===== config.mk =====
export PLATFORM = sky130hd
export DESIGN_NAME = ccir_top
export DESIGN_NICKNAME = d
export VERILOG_FILES = /design/src/rtl/ccir_pulse_qual.v /design/src/rtl/ccir_top.v
export VERILOG_INCLUDE_DIRS = /design/src /design/src/rtl
export SDC_FILE = /design/constraint.sdc
export NUM_CORES = 1
export LEC_CHECK = 0
export ABC_AREA = 1
export BUFFER_PORTS_ARGS = -buffer_cell sky130_fd_sc_hd__buf_2
export CAP_MARGIN = 0
export CELL_PAD_IN_SITES_DETAIL_PLACEMENT = 0
export CELL_PAD_IN_SITES_GLOBAL_PLACEMENT = 1
export CORE_MARGIN = 10
export CORE_UTILIZATION = 36
export CTS_BUF_LIST = sky130_fd_sc_hd__clkbuf_16
export DETAILED_ROUTE_END_ITERATION = 16
export PLACE_DENSITY = 0.87
export SLEW_MARGIN = 5
export SYNTH_ARGS = -nofsm -noshare
export SYNTH_HDL_FRONTEND = slang
export SYNTH_SLANG_ARGS = --single-unit

===== constraint.sdc =====
create_clock -name CLK -period 1.55 [get_ports CLK]
set_input_delay 0.0775 -clock CLK [delete_from_list [all_inputs] [get_ports CLK]]
set_output_delay 0.0775 -clock CLK [all_outputs]
set_load 0.05 [all_outputs]

===== src/rtl/ccir_defines.vh =====
// Constants for the controller clock, interrupt and reset block
`ifndef CCIR_DEFINES_VH
`define CCIR_DEFINES_VH
// ----------------------------------------------------------------
// Timing
// ----------------------------------------------------------------
`define CCIR_CLK_MHZ 125
`define CCIR_QUAL_FAST_NS 1110
`define CCIR_QUAL_SLOW_NS 13300
`define CCIR_QW 11
`define CCIR_POR_CYCLES 16
`define CCIR_TICK_DIV 125
// ----------------------------------------------------------------
// Register byte offsets
// ----------------------------------------------------------------
`define CCIR_A_CTRL 8'h00
`define CCIR_A_STAT 8'h04
`define CCIR_A_ISTAT 8'h08
`define CCIR_A_IMASK 8'h0c
`define CCIR_A_TCMP 8'h10
`define CCIR_A_TCNT 8'h14
`define CCIR_A_TEST 8'h18
// ----------------------------------------------------------------
// Control fields
// ----------------------------------------------------------------
`define CCIR_C_SRC 0
`define CCIR_C_F75 1
`define CCIR_C_POL 2
`define CCIR_C_FALL 3
`define CCIR_C_TEXT 4
`define CCIR_C_WAIT 5
`define CCIR_CTRL_W 5
`define CCIR_CTRL_RST 5'h00
`define CCIR_TCMP_RST 8'hff
`define CCIR_TEST_RST 4'h0
// ----------------------------------------------------------------
// Interrupt status fields
// ----------------------------------------------------------------
`define CCIR_I_EXT 0
`define CCIR_I_TMR 1
`define CCIR_I_POR 2
`define CCIR_I_WAKE 3
`define CCIR_IW 4
`define CCIR_IMASK_RST 4'h0
// ----------------------------------------------------------------
// Vectors and clock selections
// ----------------------------------------------------------------
`define CCIR_VEC_RST 13'h0000
`define CCIR_VEC_EXT 13'h0001
`define CCIR_VEC_TMR 13'h0003
`define CCIR_SEL_DISC 2'h0
`define CCIR_SEL_FAST 2'h1
`define CCIR_SEL_SLOW 2'h2
`endif


===== src/rtl/ccir_pulse_qual.v =====
// Width qualifier: output follows input only after it stays stable
`timescale 1ns/1ps
module ccir_pulse_qual #(
    parameter W = 11
) (
    input wire clk,
    input wire rst,
    input wire din,
    input wire [W-1:0] thresh,
    output reg dout
);
    reg [W-1:0] cnt_q;

    // Short pulses restart the count and never reach the output
    always @(posedge clk) begin
        if (rst) begin
            cnt_q <= {W{1'b0}};
            dout <= 1'b0;
        end else if (din == dout) begin
            cnt_q <= {W{1'b0}};
        end else if (cnt_q >= thresh - 1'b1) begin
            cnt_q <= {W{1'b0}};
            dout <= din;
        end else begin
            cnt_q <= cnt_q + 1'b1;
        end
    end
endmodule


===== src/rtl/ccir_top.v =====
// Controller clock select, external interrupt, timer and reset block
//
// Overview of operation
// - Qualified interrupt pulse vectors to address 1
// - Polarity and edge selectable independently
// - Interrupt input clocks timer; match vectors 3
// - Interrupt pin readable as input bit
// - Disc oscillator clocks CPU after reset
// - One bit selects 4.5 MHz or 75 kHz
// - Feedback resistor follows frequency select
// - Oscillator drives system clock and timebase
// - Clock-stop instruction halts controller oscillator
// - Supply rise resets, execution from address 0
// - All four test bits halt disc processor
// - Any hold input change leaves wait
//
// The register offsets and the APB slave port were chosen for this implementation.
`timescale 1ns/1ps
`include "ccir_defines.vh"
module ccir_top #(
    parameter POR_CYCLES = `CCIR_POR_CYCLES,
    parameter TICK_DIV = `CCIR_TICK_DIV
) (
    input wire CLK,
    input wire SRST,
    input wire PSEL,
    input wire PENABLE,
    input wire PWRITE,
    input wire [7:0] PADDR,
    input wire [31:0] PWDATA,
    output reg [31:0] PRDATA,
    output wire PREADY,
    output wire PSLVERR,
    input wire EXT_IRQ_IN,
    input wire HOLD_IN,
    input wire CTRL_SUPPLY_OK,
    input wire CLOCK_STOP_INSTR,
    output reg CPU_RST,
    output reg [12:0] VEC_ADDR,
    output reg IRQ,
    output reg [1:0] CPU_CLK_SEL,
    output reg [1:0] TIMEBASE_SEL,
    output reg CTRL_XTAL_FB_SEL,
    output reg OSC_RUN,
    output reg CPU_RUN,
    output reg DISC_HALT,
    output reg [3:0] TEST_PORT_BITS
);
    // ------------------------------------------------------------
    // Derived counts
    // ------------------------------------------------------------
    localparam QUAL_FAST =
        (`CCIR_QUAL_FAST_NS * `CCIR_CLK_MHZ + 999) / 1000;
    localparam QUAL_SLOW =
        (`CCIR_QUAL_SLOW_NS * `CCIR_CLK_MHZ + 999) / 1000;
    localparam [1:0] ST_RUN = 2'b00;
    localparam [1:0] ST_WAIT = 2'b01;
    localparam [1:0] ST_STOP = 2'b10;

    // ------------------------------------------------------------
    // Input synchronisers
    // ------------------------------------------------------------
    reg ext_s1_q, ext_s2_q;
    reg hold_s1_q, hold_s2_q, hold_s3_q;
    reg sup_s1_q, sup_s2_q, sup_s3_q;
    wire hold_chg;
    wire sup_rise;

    always @(posedge CLK) begin
        if (SRST) begin
            ext_s1_q <= 1'b0;
            ext_s2_q <= 1'b0;
            hold_s1_q <= 1'b0;
            hold_s2_q <= 1'b0;
            hold_s3_q <= 1'b0;
            sup_s1_q <= 1'b1;
            sup_s2_q <= 1'b1;
            sup_s3_q <= 1'b1;
        end else begin
            ext_s1_q <= EXT_IRQ_IN;
            ext_s2_q <= ext_s1_q;
            hold_s1_q <= HOLD_IN;
            hold_s2_q <= hold_s1_q;
            hold_s3_q <= hold_s2_q;
            sup_s1_q <= CTRL_SUPPLY_OK;
            sup_s2_q <= sup_s1_q;
            sup_s3_q <= sup_s2_q;
        end
    end

    assign hold_chg = hold_s2_q ^ hold_s3_q;
    assign sup_rise = sup_s2_q & ~sup_s3_q;

    // ------------------------------------------------------------
    // System reset stretcher
    // ------------------------------------------------------------
    // Both the reset pin and a supply rise hold the CPU in reset for
    // the same stretch, so software sees one kind of restart.
    reg por_act_q;
    reg [15:0] por_cnt_q;
    reg por_done;
    wire sys_rst;

    always @(posedge CLK) begin
        if (SRST) begin
            por_act_q <= 1'b1;
            por_cnt_q <= 16'h0000;
            por_done <= 1'b0;
        end else if (sup_rise) begin
            por_act_q <= 1'b1;
            por_cnt_q <= 16'h0000;
            por_done <= 1'b0;
        end else if (por_act_q) begin
            por_done <= 1'b0;
            if (por_cnt_q == POR_CYCLES[15:0] - 16'h0001) begin
                por_act_q <= 1'b0;
                por_done <= 1'b1;
            end else begin
                por_cnt_q <= por_cnt_q + 16'h0001;
            end
        end else begin
            por_done <= 1'b0;
        end
    end

    assign sys_rst = SRST | por_act_q;

    // ------------------------------------------------------------
    // APB slave
    // ------------------------------------------------------------
    reg [`CCIR_CTRL_W-1:0] ctrl_q;
    reg [`CCIR_IW-1:0] istat_q;
    reg [`CCIR_IW-1:0] imask_q;
    reg [7:0] tcmp_q;
    reg [7:0] tcnt_q;
    reg [1:0] pstate_q;
    reg [1:0] pstate_d;
    wire filt;
    reg hit;
    reg [31:0] rdata;
    wire acc;
    wire wr;
    wire wr_ctrl;
    wire wait_req;

    always @* begin
        case (PADDR)
            `CCIR_A_CTRL, `CCIR_A_STAT, `CCIR_A_ISTAT, `CCIR_A_IMASK,
            `CCIR_A_TCMP, `CCIR_A_TCNT, `CCIR_A_TEST: hit = 1'b1;
            default: hit = 1'b0;
        endcase
    end

    assign acc = PSEL & PENABLE;
    assign wr = acc & PWRITE & ~sys_rst;
    assign PREADY = 1'b1;
    assign PSLVERR = acc & ~hit;
    assign wr_ctrl = wr & (PADDR == `CCIR_A_CTRL);
    assign wait_req = wr_ctrl & PWDATA[`CCIR_C_WAIT];

    always @* begin
        rdata = 32'h00000000;
        case (PADDR)
            `CCIR_A_CTRL: rdata[`CCIR_CTRL_W-1:0] = ctrl_q;
            `CCIR_A_STAT: rdata[5:0] = {DISC_HALT,
                                        pstate_q == ST_WAIT,
                                        pstate_q == ST_STOP,
                                        CTRL_XTAL_FB_SEL,
                                        filt,
                                        ext_s2_q};
            `CCIR_A_ISTAT: rdata[`CCIR_IW-1:0] = istat_q;
            `CCIR_A_IMASK: rdata[`CCIR_IW-1:0] = imask_q;
            `CCIR_A_TCMP: rdata[7:0] = tcmp_q;
            `CCIR_A_TCNT: rdata[7:0] = tcnt_q;
            `CCIR_A_TEST: rdata[3:0] = TEST_PORT_BITS;
            default: rdata = 32'h00000000;
        endcase
    end

    // Read data is captured in the setup cycle so it stands from a
    // flip-flop through the zero-wait access cycle.
    always @(posedge CLK) begin
        if (SRST) begin
            PRDATA <= 32'h00000000;
        end else if (PSEL & ~PENABLE & ~PWRITE) begin
            PRDATA <= rdata;
        end
    end

    always @(posedge CLK) begin
        if (sys_rst) begin
            ctrl_q <= `CCIR_CTRL_RST;
            imask_q <= `CCIR_IMASK_RST;
            tcmp_q <= `CCIR_TCMP_RST;
            TEST_PORT_BITS <= `CCIR_TEST_RST;
        end else if (wr) begin
            case (PADDR)
                `CCIR_A_CTRL: begin
                    ctrl_q <= PWDATA[`CCIR_CTRL_W-1:0];
                end
                `CCIR_A_IMASK: imask_q <= PWDATA[`CCIR_IW-1:0];
                `CCIR_A_TCMP: tcmp_q <= PWDATA[7:0];
                `CCIR_A_TEST: TEST_PORT_BITS <= PWDATA[3:0];
                default: ;
            endcase
        end
    end

    // ------------------------------------------------------------
    // Oscillator and clock selection
    // ------------------------------------------------------------
    wire src_ctrl = ctrl_q[`CCIR_C_SRC];
    wire f75 = ctrl_q[`CCIR_C_F75];
    wire [1:0] clk_sel = ~src_ctrl ? `CCIR_SEL_DISC :
                         (f75 ? `CCIR_SEL_SLOW : `CCIR_SEL_FAST);

    always @(posedge CLK) begin
        if (sys_rst) begin
            CPU_CLK_SEL <= `CCIR_SEL_DISC;
            TIMEBASE_SEL <= `CCIR_SEL_DISC;
            CTRL_XTAL_FB_SEL <= 1'b0;
            DISC_HALT <= 1'b0;
        end else begin
            CPU_CLK_SEL <= clk_sel;
            TIMEBASE_SEL <= clk_sel;
            CTRL_XTAL_FB_SEL <= f75;
            DISC_HALT <= &TEST_PORT_BITS;
        end
    end

    // ------------------------------------------------------------
    // Power state: run, wait, clock stop
    // ------------------------------------------------------------
    always @* begin
        pstate_d = pstate_q;
        case (pstate_q)
            ST_RUN: begin
                if (CLOCK_STOP_INSTR) begin
                    pstate_d = ST_STOP;
                end else if (wait_req) begin
                    pstate_d = ST_WAIT;
                end
            end
            ST_WAIT: begin
                if (hold_chg) begin
                    pstate_d = ST_RUN;
                end
            end
            ST_STOP: begin
                if (hold_chg) begin
                    pstate_d = ST_RUN;
                end
            end
            default: pstate_d = ST_RUN;
        endcase
    end

    always @(posedge CLK) begin
        if (sys_rst) begin
            pstate_q <= ST_RUN;
            OSC_RUN <= 1'b1;
            CPU_RUN <= 1'b1;
        end else begin
            pstate_q <= pstate_d;
            OSC_RUN <= pstate_d != ST_STOP;
            CPU_RUN <= pstate_d == ST_RUN;
        end
    end

    // ------------------------------------------------------------
    // External interrupt qualification
    // ------------------------------------------------------------
    // A polarity change can itself look like an edge once it passes
    // the filter; software should mask before changing polarity.
    reg filt_prev_q;
    wire [`CCIR_QW-1:0] thresh = (src_ctrl & f75) ?
        QUAL_SLOW[`CCIR_QW-1:0] : QUAL_FAST[`CCIR_QW-1:0];
    wire ext_evt;

    ccir_pulse_qual #(
        .W(`CCIR_QW)
    ) u_qual (
        .clk(CLK),
        .rst(sys_rst),
        .din(ext_s2_q ^ ctrl_q[`CCIR_C_POL]),
        .thresh(thresh),
        .dout(filt)
    );

    always @(posedge CLK) begin
        if (sys_rst) begin
            filt_prev_q <= 1'b0;
        end else begin
            filt_prev_q <= filt;
        end
    end

    assign ext_evt = ctrl_q[`CCIR_C_FALL] ? (filt_prev_q & ~filt) :
                     (~filt_prev_q & filt);

    // ------------------------------------------------------------
    // 8-bit timer
    // ------------------------------------------------------------
    reg [15:0] div_q;
    reg int_tick;
    wire tmr_tick;
    wire tmr_evt;

    always @(posedge CLK) begin
        if (sys_rst) begin
            div_q <= 16'h0000;
            int_tick <= 1'b0;
        end else if (!OSC_RUN) begin
            int_tick <= 1'b0;
        end else if (div_q == TICK_DIV[15:0] - 16'h0001) begin
            div_q <= 16'h0000;
            int_tick <= 1'b1;
        end else begin
            div_q <= div_q + 16'h0001;
            int_tick <= 1'b0;
        end
    end

    assign tmr_tick = ctrl_q[`CCIR_C_TEXT] ? ext_evt : int_tick;
    assign tmr_evt = tmr_tick & (tcnt_q == tcmp_q);

    always @(posedge CLK) begin
        if (sys_rst) begin
            tcnt_q <= 8'h00;
        end else if (tmr_evt) begin
            tcnt_q <= 8'h00;
        end else if (tmr_tick) begin
            tcnt_q <= tcnt_q + 8'h01;
        end
    end

    // ------------------------------------------------------------
    // Interrupt status, mask and vectors
    // ------------------------------------------------------------
    // The reset-done flag must survive the system reset, so the
    // status register clears on the pin reset only.
    wire [`CCIR_IW-1:0] iset;
    wire [`CCIR_IW-1:0] iclr;
    wire [`CCIR_IW-1:0] pend = istat_q & imask_q;

    assign iset = {hold_chg & (pstate_q != ST_RUN), por_done,
                   tmr_evt, ext_evt};
    assign iclr = (wr & (PADDR == `CCIR_A_ISTAT)) ?
                  PWDATA[`CCIR_IW-1:0] : {`CCIR_IW{1'b0}};

    always @(posedge CLK) begin
        if (SRST) begin
            istat_q <= {`CCIR_IW{1'b0}};
        end else begin
            istat_q <= (istat_q & ~iclr) | iset;
        end
    end

    always @(posedge CLK) begin
        if (sys_rst) begin
            IRQ <= 1'b0;
            CPU_RST <= 1'b1;
            VEC_ADDR <= `CCIR_VEC_RST;
        end else begin
            IRQ <= |pend;
            CPU_RST <= 1'b0;
            if (pend[`CCIR_I_EXT]) begin
                VEC_ADDR <= `CCIR_VEC_EXT;
            end else if (pend[`CCIR_I_TMR]) begin
                VEC_ADDR <= `CCIR_VEC_TMR;
            end
        end
    end
endmodule


# [Word level (Yosys, flattened, before mapping)]
# Index checks and enable logic that the tools add are counted.
# W data, S select, Z words.
[classes] add_sub_neg=5 magnitude_cmp=1 n_eq_ne=13 muxes=22 n_bitwise=34 n_reduce_logical=22
[op_table] op="$add A16 B1 Y16 const B" count=2
[op_table] op="$pmux W4 S7" count=1
[op_table] op="$eq A8 B5 Y1 const B" count=3
[op_table] op="$eq A16 B4 Y1 const B" count=1
[op_table] op="$eq A16 B7 Y1 const B" count=1
[op_table] op="$eq A8 B4 Y1 const B" count=2
[op_table] op="$mux W16" count=1
[op_table] op="$and A1 B1 Y1" count=15
[op_table] op="$not A1 Y1" count=12
[op_table] op="$reduce_and A2 Y1" count=6
[op_table] op="$reduce_or A2 Y1" count=6
[op_table] op="$add A11 B1 Y11 const B" count=1
[op_table] op="$ge A11 B11 Y1" count=1
[op_table] op="$mux W11" count=1
[op_table] op="$sub A11 B1 Y11 const B" count=1
[op_table] op="$mux W1" count=10
[op_table] op="$add A8 B1 Y8 const B" count=1
[op_table] op="$and A4 B4 Y4" count=2
[op_table] op="$eq A8 B3 Y1 const B" count=1
[op_table] op="$eq A8 B8 Y1" count=1
[op_table] op="$logic_not A8 Y1" count=1
[op_table] op="$mux W2" count=4
[op_table] op="$pmux W2 S2" count=2
[op_table] op="$reduce_or A7 Y1" count=1
[op_table] op="16 further kinds" count=20
[totals] reg_bits=109 in_bits=49 out_inout_bits=61 wordCells=130

# [Longest topological paths before layout]
# Gate-level depths: netlist of the first run.
[logic_depth] depth_word=9 ltp_mapped=12 depth_no_buf=12

# [By module]
# A second synthesis of the first run with hierarchy kept.
[unflattened] cells_unflattened=896 hier_area_um2=6209.7
[modules_own_cells] module="ccir_top" n_inst=1 cells_per_inst=755 area_per_inst_um2=5185.0 seq_area_each_um2=1941.9
[modules_own_cells] module="ccir_pulse_qual" n_inst=1 cells_per_inst=141 area_per_inst_um2=1024.7 seq_area_each_um2=240.2

# [Worst setup path after synthesis of the first run]
# No wires, ideal clock.
[synth_path] path_kind="reg-to-reg" from="register OSC_RUN" to="register div_q[13]" setup_ps=120 t_arrival_ps=1537 t_required_ps=1430 slack_ps=-108 stages_incl_launch_ff=9 path_buffers=1 period_less_slack_ps=1658 cell_sequence="dfxtp_1 > buf_4 > inv_2 > nor2_2 > nand2_1 > nor2_2 > nand2_1 > nor3_1 > nor3_1"
[synth_rtl] item="start, declared" line="ccir_top.v:44" text="output reg OSC_RUN,"
[synth_rtl] item="start signal, assigned" line="ccir_top.v:261" text="OSC_RUN <= 1'b1;"
[synth_rtl] item="start signal, assigned" line="ccir_top.v:265" text="OSC_RUN <= pstate_d != ST_STOP;"
[synth_rtl] item="end signal, assigned" line="ccir_top.v:319" text="div_q <= div_q + 16'h0001;"
[synth_rtl] item="end, declared" line="ccir_top.v:304" text="reg [15:0] div_q;"

# [Worst setup path in the final report of the first run]
[layout_path] from="register ctrl_q[1]" to="register u_qual.cnt_q[8]"
[layout_between] elab_chain_len=5
[layout_rtl] item="start, declared" line="ccir_top.v:131" text="reg [`CCIR_CTRL_W-1:0] ctrl_q;"
[layout_rtl] item="start signal, assigned" line="ccir_top.v:192" text="ctrl_q <= `CCIR_CTRL_RST;"
[layout_rtl] item="start signal, assigned" line="ccir_top.v:199" text="ctrl_q <= PWDATA[`CCIR_CTRL_W-1:0];"
[layout_rtl] item="$and A1 B1 Y1" line="ccir_top.v:276" text="wire [`CCIR_QW-1:0] thresh = (src_ctrl & f75) ?"
[layout_rtl] item="$mux W11" line="ccir_top.v:276"
[layout_rtl] item="$sub A11 B1 Y11" line="ccir_pulse_qual.v:21" text="end else if (cnt_q >= thresh - 1'b1) begin"
[layout_rtl] item="$ge A11 B11 Y1" line="ccir_pulse_qual.v:21"
[layout_rtl] item="$reduce_or A3 Y1 (no source line)"
[layout_rtl] item="end signal, assigned" line="ccir_pulse_qual.v:20" text="cnt_q <= {W{1'b0}};"
[layout_rtl] item="end signal, assigned" line="ccir_pulse_qual.v:22" text="cnt_q <= {W{1'b0}};"
[layout_rtl] item="end signal, assigned" line="ccir_pulse_qual.v:25" text="cnt_q <= cnt_q + 1'b1;"
[layout_rtl] item="end, declared" line="ccir_pulse_qual.v:12" text="reg [W-1:0] cnt_q;"
# Every way passes these cells.
# A chain may end at the register's enable or synchronous reset.

==> flow_metrics.tcl, run 1 <==
set metrics [dict create \
    place_ws_ps -62.64 \
    cp_num_buf_inv 3 \
    yosysTopAreaCell "dfxtp_1" \
    nets 983 \
    fill_cells 1701 \
    layout-drive-gt1-share_pct 19.01 \
    synth_edf_count 0 \
    synth.top_cells.by_count "nand2_1, inv_1, dfxtp_1" \
    intPower_mw 4.162 \
    grt_usage_pct 13.14 \
    worst_ep_required_time_ps 1800 \
    synthCells 837 \
    hold_start "SRST" \
    grt_pass1_wl_um 23980 \
    worstPathCellList "nand2_4 -> inv_4 -> ha_4 -> inv_2 -> nor2_2 -> nand3_2 -> nor2_4 -> nand2_2 -> nand4_4 -> clkbuf_16 -> nor2_2" \
    core_area_um2 15890 \
    switchingPower_mw 1.450 \
    setup_viol 11 \
    crit_path_max_fanout 6 \
    swShare_pct 25.83 \
    gp_congestion 0.8501 \
    drv_cap 0 \
    worst-path-stages 11 \
    p_comb_share_pct 7.3 \
    worstSetupPathType "reg2reg" \
    final_util_pct 43.59 \
    clkPwrFrac_pct 42.2 \
    crit_slowest_cell "dfxtp_2" \
    ir_drop_uv 592.8 \
    port_buffers 49 \
    fmax_mhz 622.0 \
    finClkSkew_ps 13.08 \
    grt_max_degree 19 \
    n_antenna_cell 0 \
    reg2reg_to "u_qual.cnt_q[8]" \
    r2r_slack_ps -60 \
    placementRows 46 \
    crit_path_end "u_qual.cnt_q[8]" \
    grt_overflow 0 \
    drt-initial-drc-count 286 \
    cts_root_buffer "clkbuf_16" \
    clk_pin_slew_worst_paths_ps 70 \
    setup_ws_ps -57.64 \
    yosys_warnings 0 \
    firstDrtPassIters 5 \
    area_growth_pct 18.40 \
    yosys-top-cells-area "dfxtp_1, nand2_1, inv_1" \
    period_minus_slack_ps 1608 \
    hpwlAfterDp_um 10760 \
    r2r_start "ctrl_q[1]" \
    seq_power_share_pct 50.5 \
    synth-seq-cells 109 \
    failed_checks "setup timing" \
    cts_buffers 9 \
    avgSynthCellArea_um2 6.987 \
    synthArstFlopShare_pct 0 \
    routed_wl_um 14240 \
    crit_arrival_ps 1860 \
    leakagePower_nw 2.875 \
    cp_common_cell "nor2_2" \
    worstRegToRegCells 11 \
    period_share_pct 103.7 \
    initial_utilization_pct 36.81 \
    clockBufferDepth 2 \
    synth_top_area_share_pct 37.31 \
    path_delay_family "simple AND/OR/NAND/NOR gates" \
    viasPerCell 4.574 \
    slowest_delay_ps 340 \
    die_x_um 147.5 \
    whs_path_depth 2 \
    cts_sinks 109 \
    ant_nets 0 \
    pin_count 110 \
    synth_ff_type "dfxtp_1" \
    wl_per_cell_um 12.47 \
    hp-class "in2reg" \
    h-tree-depth 3 \
    num_vias 5223 \
    dieArea_um2 21740 \
    drv_slew 0 \
    crit_path_end_kind "flip-flop" \
    cp-start-kind "flip-flop" \
    crit_start "ctrl_q[1]" \
    drc 0 \
    synth.most_common_cell "nand2_1" \
    seq_area_frac_synth_pct 37.31 \
    clk_latency_ps 360 \
    cts_tree "built" \
    ys_types 41 \
    die_y_um 147.5 \
    hold_violations 0 \
    first_global_vias 5022 \
    antenna_found_initial 0 \
    syn_area_um2 5848 \
    powerDensity_nw_per_um2 810.5 \
    outcome "finished, violations left" \
    rsz0062_at_grt "yes" \
]
[area by class of cell]
| cell class | instances | area, µm² | area share [%] |
|---|---|---|---|
| Multi-Input combinational cell | 583 | 3020 | 43.62 |
| Sequential cell | 109 | 2192 | 31.66 |
| Timing Repair Buffer | 94 | 664.4 | 9.595 |
| Inverter | 123 | 474.2 | 6.849 |
| Tap cell | 216 | 270.3 | 3.903 |
| Clock buffer | 9 | 225.2 | 3.253 |
| Clock inverter | 7 | 72.57 | 1.048 |
| Timing Repair inverter | 1 | 5.005 | 0.07228 |
[power groups by stage]
| stage | logic [mW] | registers, mW | clock network, mW |
|---|---|---|---|
| 2_1_floorplan | 0.354 | 2.91 | 0 |
| 3_3_place_gp | 0.382 | 2.90 | 0 |
| 3_5_place_dp | 0.382 | 2.90 | 0 |
| 4_1_cts | 0.405 | 2.83 | 2.44 |
| 5_1_grt | 0.442 | 2.84 | 2.55 |
| 6_report | 0.411 | 2.83 | 2.37 |
[layer usage]
metal	up-vias	part of all wire, %	track usage (%)
met4	0	1.5	4.212
met1	2344	47	16.69
met5	-	0	0
li1	2753	-	-
met3	15	5.6	3.205
met2	111	46	21.42
[cell usage in the layout (no fill, tap or decap), types with 16 or more instances in the layout]
cell type  Yosys  routed
a21oi_1       36      36
buf_2          9      49
buf_4         41      28
conb_1         2      36
dfxtp_1      109     101
inv_1        110     109
nand2_1      170     166
nand3_1       75      72
nor2_1        94      89
nor2_2        13      16
nor3_1        20      20
o21ai_0       33      33
xor2_1        22      22
[kinds of logic after synthesis]
family / after synthesis / synth area share (%)
buffers and inverters: 179 / 14.78
adder cells (fa/ha/maj): 13 / 2.781
AND/OR/NAND/NOR: 410 / 31.51
AO/OA/AOI/OAI: 96 / 9.286
XOR/XNOR: 28 / 4.193
other: 2 / 0.1284
flip-flops: 109 / 37.31
[flip-flops by register name, indices dropped and copies added, names as in the netlist, 2 cells and up]
signal / count
tcnt_q: 8
por_cnt_q: 16
pstate_q: 2
ctrl_q: 5
u_qual.cnt_q: 11
VEC_ADDR: 2
TIMEBASE_SEL: 2
TEST_PORT_BITS: 4
div_q: 16
imask_q: 4
istat_q: 4
PRDATA: 8
tcmp_q: 8
[stage by stage]
stage                     cells  hold slack [ps]  power (mW)  setup TNS, ps  cell area (µm²)
after floorplan             871            181.3       3.264              0             5983
after global placement     1111            263.9       3.278         -207.7             6359
after detailed placement   1111            269.6       3.278         -651.4             6359
after CTS                  1139            28.91       5.670         -389.8             6789
after global routing       1142            43.37       5.829          -1587             6924
final                      1142            33.02       5.612         -469.4             6924
[worst reg2reg max path, delay by kind of cell (launching register included)]
family / cells / cell delay (ps)
flip-flops: 1 / 340
buffers and inverters: 3 / 240
AND/OR/NAND/NOR: 7 / 690
adder cells (fa/ha/maj): 1 / 250
[timing repair]
action                                  in CTS  in global routing
cloned                                       0                  2
buffers inserted                             1                  1
gates resized for setup                      3                 31
pin swaps                                    1                  6
hold endpoints to repair                    13                  0
hold buffers                                11                  0
endpoints found under the setup margin      12                 44
[worst min-delay path by stage]
stage,slack [ps],to
finish,30,sup_s1_q
global placement,260,sup_s1_q
floorplan,180,sup_s1_q
detailed placement,270,sup_s1_q
global route,40,sup_s1_q
CTS,30,sup_s1_q
No activity file was read; power rests on OpenSTA's default activity.
==> inputs of run 2 (changes only) <==
--- a/config.mk
+++ b/config.mk
@@ -16,7 +16,9 @@
 export CTS_BUF_LIST = sky130_fd_sc_hd__clkbuf_16
 export DETAILED_ROUTE_END_ITERATION = 16
 export PLACE_DENSITY = 0.87
+export SKIP_LAST_GASP = 1
 export SLEW_MARGIN = 5
 export SYNTH_ARGS = -nofsm -noshare
 export SYNTH_HDL_FRONTEND = slang
 export SYNTH_SLANG_ARGS = --single-unit
+export TNS_END_PERCENT = 5
==> flow_metrics.tcl, run 2 (synthesis results as in run 1) <==
set metrics [dict create \
    ant_nets 0 \
    hold_violations 0 \
    met2_usage_pct 22.63 \
    clockBufferDepth 2 \
    gp_congestion 0.8488 \
    hpwlAfterDp_um 10860 \
    layout-drive-gt1-share_pct 18.06 \
    placementRows 46 \
    outcome "finished, violations left" \
    switchingPower_mw 1.370 \
    ir_drop_uv 447.6 \
    clk_pin_slew_worst_paths_ps 70 \
    place_area_um2 6382 \
    area_growth_pct 18.57 \
    setup_viol 12 \
    n_antenna_cell 0 \
    initial_utilization_pct 36.81 \
    finClkSkew_ps 10.22 \
    r2r_slack_ps -90 \
    hp-class "in2reg" \
    hold_ws_ps 77.47 \
    crit_path_max_fanout 5 \
    grt_overflow 0 \
    grt_busiest_layer "met2" \
    antenna_found_initial 0 \
    grt_pass1_wl_um 23380 \
    worstSetupPathType "reg2reg" \
    cts_tree "built" \
    finalInstanceArea_um2 6934 \
    viasPerCell 4.521 \
    seq_area_um2 2186 \
    die_y_um 147.5 \
    period_share_pct 106.0 \
    crit_path_end_kind "flip-flop" \
    layout_common_cells "nand2_1, inv_1, dfxtp_1" \
    nets 988 \
    intPower_mw 4.300 \
    failed_checks "setup timing" \
    first_global_vias 4919 \
    pin_count 110 \
    crit_start "ctrl_q[1]" \
    period_minus_slack_ps 1643 \
    rsz0062_at_grt "yes" \
    drv_cap 0 \
    grt_usage_pct 12.93 \
    powerDensity_nw_per_um2 817.8 \
    core_area_um2 15890 \
    die_x_um 147.5 \
    mostFrequentLayoutCell "nand2_1" \
    cts_sinks 109 \
    fill_cells 1636 \
    drv_slew 0 \
    cts_buffers 9 \
    firstDrtPassIters 7 \
    setup_ws_ps -93.36 \
    crit_path_end "u_qual.cnt_q[6]" \
    h-tree-depth 3 \
    leakagePower_nw 2.904 \
    cp-start-kind "flip-flop" \
    fmax_mhz 608.5 \
    worstRegToRegCells 11 \
    grtUsageMet1_pct 15.01 \
    clkPwrFrac_pct 42.7 \
    reg_top3 "div_q (16), por_cnt_q (16), u_qual.cnt_q (11)" \
    drt-initial-drc-count 247 \
    multi_input_area_um2 3008 \
    worst_ep_required_time_ps 1790 \
    crit_arrival_ps 1890 \
    groute.layer.met3.usage_pct 2.595 \
    swShare_pct 24.17 \
    wl_per_cell_um 12.56 \
    port_buffers 49 \
    grt_max_degree 17 \
    seq_power_share_pct 49.9 \
    num_vias 5181 \
    fin_setup_tns_ps -861.6 \
    r2r_start "ctrl_q[1]" \
    dieArea_um2 21740 \
    reg2reg_to "u_qual.cnt_q[6]" \
    drc 0 \
    p_comb_share_pct 7.4 \
    routed_wl_um 14390 \
    cts_root_buffer "clkbuf_16" \
    clk_latency_ps 350 \
]
run 2: final cells by class:
class,instances,share of cell area (%)
inverter,123,6.730
multi-input combinational,583,43.38
clock inverter,6,1.155
tap,216,3.898
sequential,109,31.52
clock buffer,9,3.248
timing repair buffer,100,10.07
run 2: how the worst min path moves through the flow:
stage	from	endpoint	slack (ps)	depth (start not counted)
after floorplan	CTRL_SUPPLY_OK	sup_s1_q	180	1
after global placement	CTRL_SUPPLY_OK	sup_s1_q	260	2
after detailed placement	CTRL_SUPPLY_OK	sup_s1_q	270	2
after CTS	SRST	CPU_RST	80	3
after global routing	SRST	CPU_RST	90	3
final	SRST	CPU_RST	80	3
run 2: worst max-delay path: stages, from the launching register on:
cell	delay, ps
dfxtp_2	340
nand2_4	80
inv_2	50
ha_4	250
inv_2	40
nor2_4	120
nand3_4	100
nor2_2	170
nor2_4	60
nand4_4	120
clkbuf_16	160
nor2_2	30
run 2: metrics by stage:
stage	worst slack [ps]	std cells	utilization, %	total power [mW]
after floorplan	-26.10	871	-	3.264
after global placement	-43.47	1115	40.18	3.288
after detailed placement	-97.77	1115	40.18	3.289
after CTS	-96.50	1144	42.97	5.717
after global routing	-167.6	1146	43.65	5.853
final	-93.36	1146	43.65	5.671
run 2: power groups by stage:
stage	logic [mW]	clock network, mW	registers [mW]
global route	0.448	2.57	2.83
floorplan	0.354	0	2.91
detailed placement	0.394	0	2.89
finish	0.420	2.42	2.83
global placement	0.393	0	2.89
CTS	0.417	2.47	2.83
run 2: timing repair:
action,in CTS,in global routing
endpoints found under the setup margin,12,49
endpoints found under the hold margin,13,0
hold buffers,11,0
setup buffers,3,1
gates cloned,0,1
gates resized for setup,2,16
pin swaps,2,8
run 2: routing by layer:
layer	vias to the layer above	share of wire, %
li1	2757	-
met1	2310	45
met2	95	48
met3	19	4.1
met4	0	2.3
met5	-	0
==> inputs of run 3 (changes only) <==
--- a/config.mk
+++ b/config.mk
@@ -12,10 +12,10 @@
 export CELL_PAD_IN_SITES_DETAIL_PLACEMENT = 0
 export CELL_PAD_IN_SITES_GLOBAL_PLACEMENT = 1
 export CORE_MARGIN = 10
-export CORE_UTILIZATION = 36
+export CORE_UTILIZATION = 40
 export CTS_BUF_LIST = sky130_fd_sc_hd__clkbuf_16
 export DETAILED_ROUTE_END_ITERATION = 16
-export PLACE_DENSITY = 0.87
+export PLACE_DENSITY = 0.91
 export SKIP_LAST_GASP = 1
 export SLEW_MARGIN = 5
 export SYNTH_ARGS = -nofsm -noshare
==> constraint.sdc (replaced) <==
create_clock -name CLK -period 1.7 [get_ports CLK]
set_input_delay 0.085 -clock CLK [delete_from_list [all_inputs] [get_ports CLK]]
set_output_delay 0.085 -clock CLK [all_outputs]
set_load 0.05 [all_outputs]
==> flow_metrics.tcl, run 3 (synthesis results as in run 1) <==
set metrics [dict create \
    r2r_start "ctrl_q[0]" \
    reg2reg_to "u_qual.cnt_q[5]" \
    cts_buffers 9 \
    worstRegToRegCells 11 \
    multi_input_area_um2 2932 \
    leakagePower_nw 2.764 \
    rsz0062_at_grt "yes" \
    grt_max_degree 21 \
    ant_nets 0 \
    crit_path_end_kind "flip-flop" \
    area_growth_pct 13.03 \
    cts_root_buffer "clkbuf_16" \
    cts_sinks 109 \
    crit_arrival_ps 1890 \
    hold_violations 0 \
    ir_drop_uv 476.4 \
    viasPerCell 4.752 \
    die_y_um 140.9 \
    placementRows 44 \
    finClkSkew_ps 9.300 \
    drc 0 \
    grt_usage_pct 13.70 \
    worstSetupPathType "reg2reg" \
    drv_cap 0 \
    layout-drive-gt1-share_pct 14.63 \
    pin_count 110 \
    crit_path_max_fanout 11 \
    routed_wl_um 13670 \
    hold_ws_ps 174.2 \
    grt_pass1_wl_um 22790 \
    period_minus_slack_ps 1651 \
    worst_ep_required_time_ps 1940 \
    seq_area_um2 2182 \
    reg_top3 "div_q (16), por_cnt_q (16), u_qual.cnt_q (11)" \
    gp_congestion 0.8649 \
    drt-initial-drc-count 318 \
    first_global_vias 4897 \
    dp.cells 1066 \
    layout_common_cells "nand2_1, inv_1, dfxtp_1" \
    mostFrequentLayoutCell "nand2_1" \
    clk_latency_ps 350 \
    drv_slew 0 \
    cp-start-kind "flip-flop" \
    hold_start "PADDR[3]" \
    cts_tree "built" \
    num_vias 5194 \
    fmax_mhz 605.7 \
    firstDrtPassIters 4 \
    hold_end "imask_q[1]" \
    port_buffers 49 \
    core_area_um2 14420 \
    hpwlAfterDp_um 10260 \
    whs_path_depth 3 \
    outcome "finished clean" \
    dieArea_um2 19860 \
    r2r_slack_ps 50 \
    powerDensity_nw_per_um2 757.7 \
    clk_pin_slew_worst_paths_ps 70 \
    die_x_um 140.9 \
    antenna_found_initial 1 \
    h-tree-depth 3 \
    finalNonFillerCells 1093 \
    grt_overflow 0 \
    setup_viol 0 \
    wl_per_cell_um 12.51 \
    period_share_pct 97.12 \
    clockBufferDepth 2 \
    fill_cells 1512 \
    initial_utilization_pct 40.54 \
    hp-class "in2reg" \
    n_antenna_cell 0 \
    nets 966 \
]
==> run 3: worst max-delay path: stages, from the launching register on <==
cell     delay, ps
dfxtp_1        340
nand2_2        120
inv_2           50
ha_1           260
inv_1           30
nor2_1          90
nand3_1        100
nor2_1         140
nand2_1        100
nand4_2        120
buf_12         150
nor2_2          40
==> run 3: cell type report <==
| cell class | instances | share of cell area, % |
|---|---|---|
| Timing Repair Buffer | 78 | 7.799 |
| Sequential cell | 109 | 33.01 |
| Inverter | 123 | 7.060 |
| Multi-Input combinational cell | 583 | 44.35 |
| Clock inverter | 7 | 0.8896 |
| Tap cell | 184 | 3.483 |
| Clock buffer | 9 | 3.407 |
==> run 3: metal layers <==
| metal | vias to the layer above | share of wire, % | global-route usage, % |
|---|---|---|---|
| met5 | - | 0.051 | 0 |
| met4 | 2 | 3.1 | 7.065 |
| met3 | 30 | 4.5 | 2.855 |
| met2 | 112 | 46 | 22.71 |
| met1 | 2332 | 46 | 16.34 |
| li1 | 2718 | - | - |
==> run 3: stage by stage <==
step	setup WS, ps	power [mW]	area [µm²]	TNS (ps)	utilization [%]
5_1_grt	-74.00	5.170	6610	-768.7	45.83
4_1_cts	27.25	5.045	6608	0	45.81
3_3_place_gp	94.44	2.986	6213	0	43.08
2_1_floorplan	42.33	2.976	5976	0	-
3_5_place_dp	40.53	2.988	6213	0	43.08
6_report	48.96	5.008	6610	0	45.83
==> run 3: power by group <==
part / leakage [nW] / switching, mW / internal [mW]
clock network: 0.147 / 0.933 / 1.12
logic: 1.74 / 0.299 / 0.0721
registers: 0.881 / 0.0113 / 2.57
total: 2.76 / 1.24 / 3.77
==> run 3: worst max-delay path by stage <==
stage	from	cells after the start	slack, ps	endpoint
finish	ctrl_q[0]	11	50	u_qual.cnt_q[5]
global route	OSC_RUN	8	-70	div_q[13]
CTS	ctrl_q[0]	11	30	u_qual.cnt_q[5]
detailed placement	ctrl_q[0]	11	40	u_qual.cnt_q[9]
global placement	ctrl_q[0]	11	90	u_qual.cnt_q[9]
floorplan	OSC_RUN	8	40	div_q[13]
==> run 3: timing repair <==
item | 4_1_cts | 5_1_grt
setup endpoints to repair | 0 | 18
gates resized for setup | 0 | 1
setup buffers | 0 | 0
hold buffers | 11 | 0
hold endpoints to repair | 13 | 0
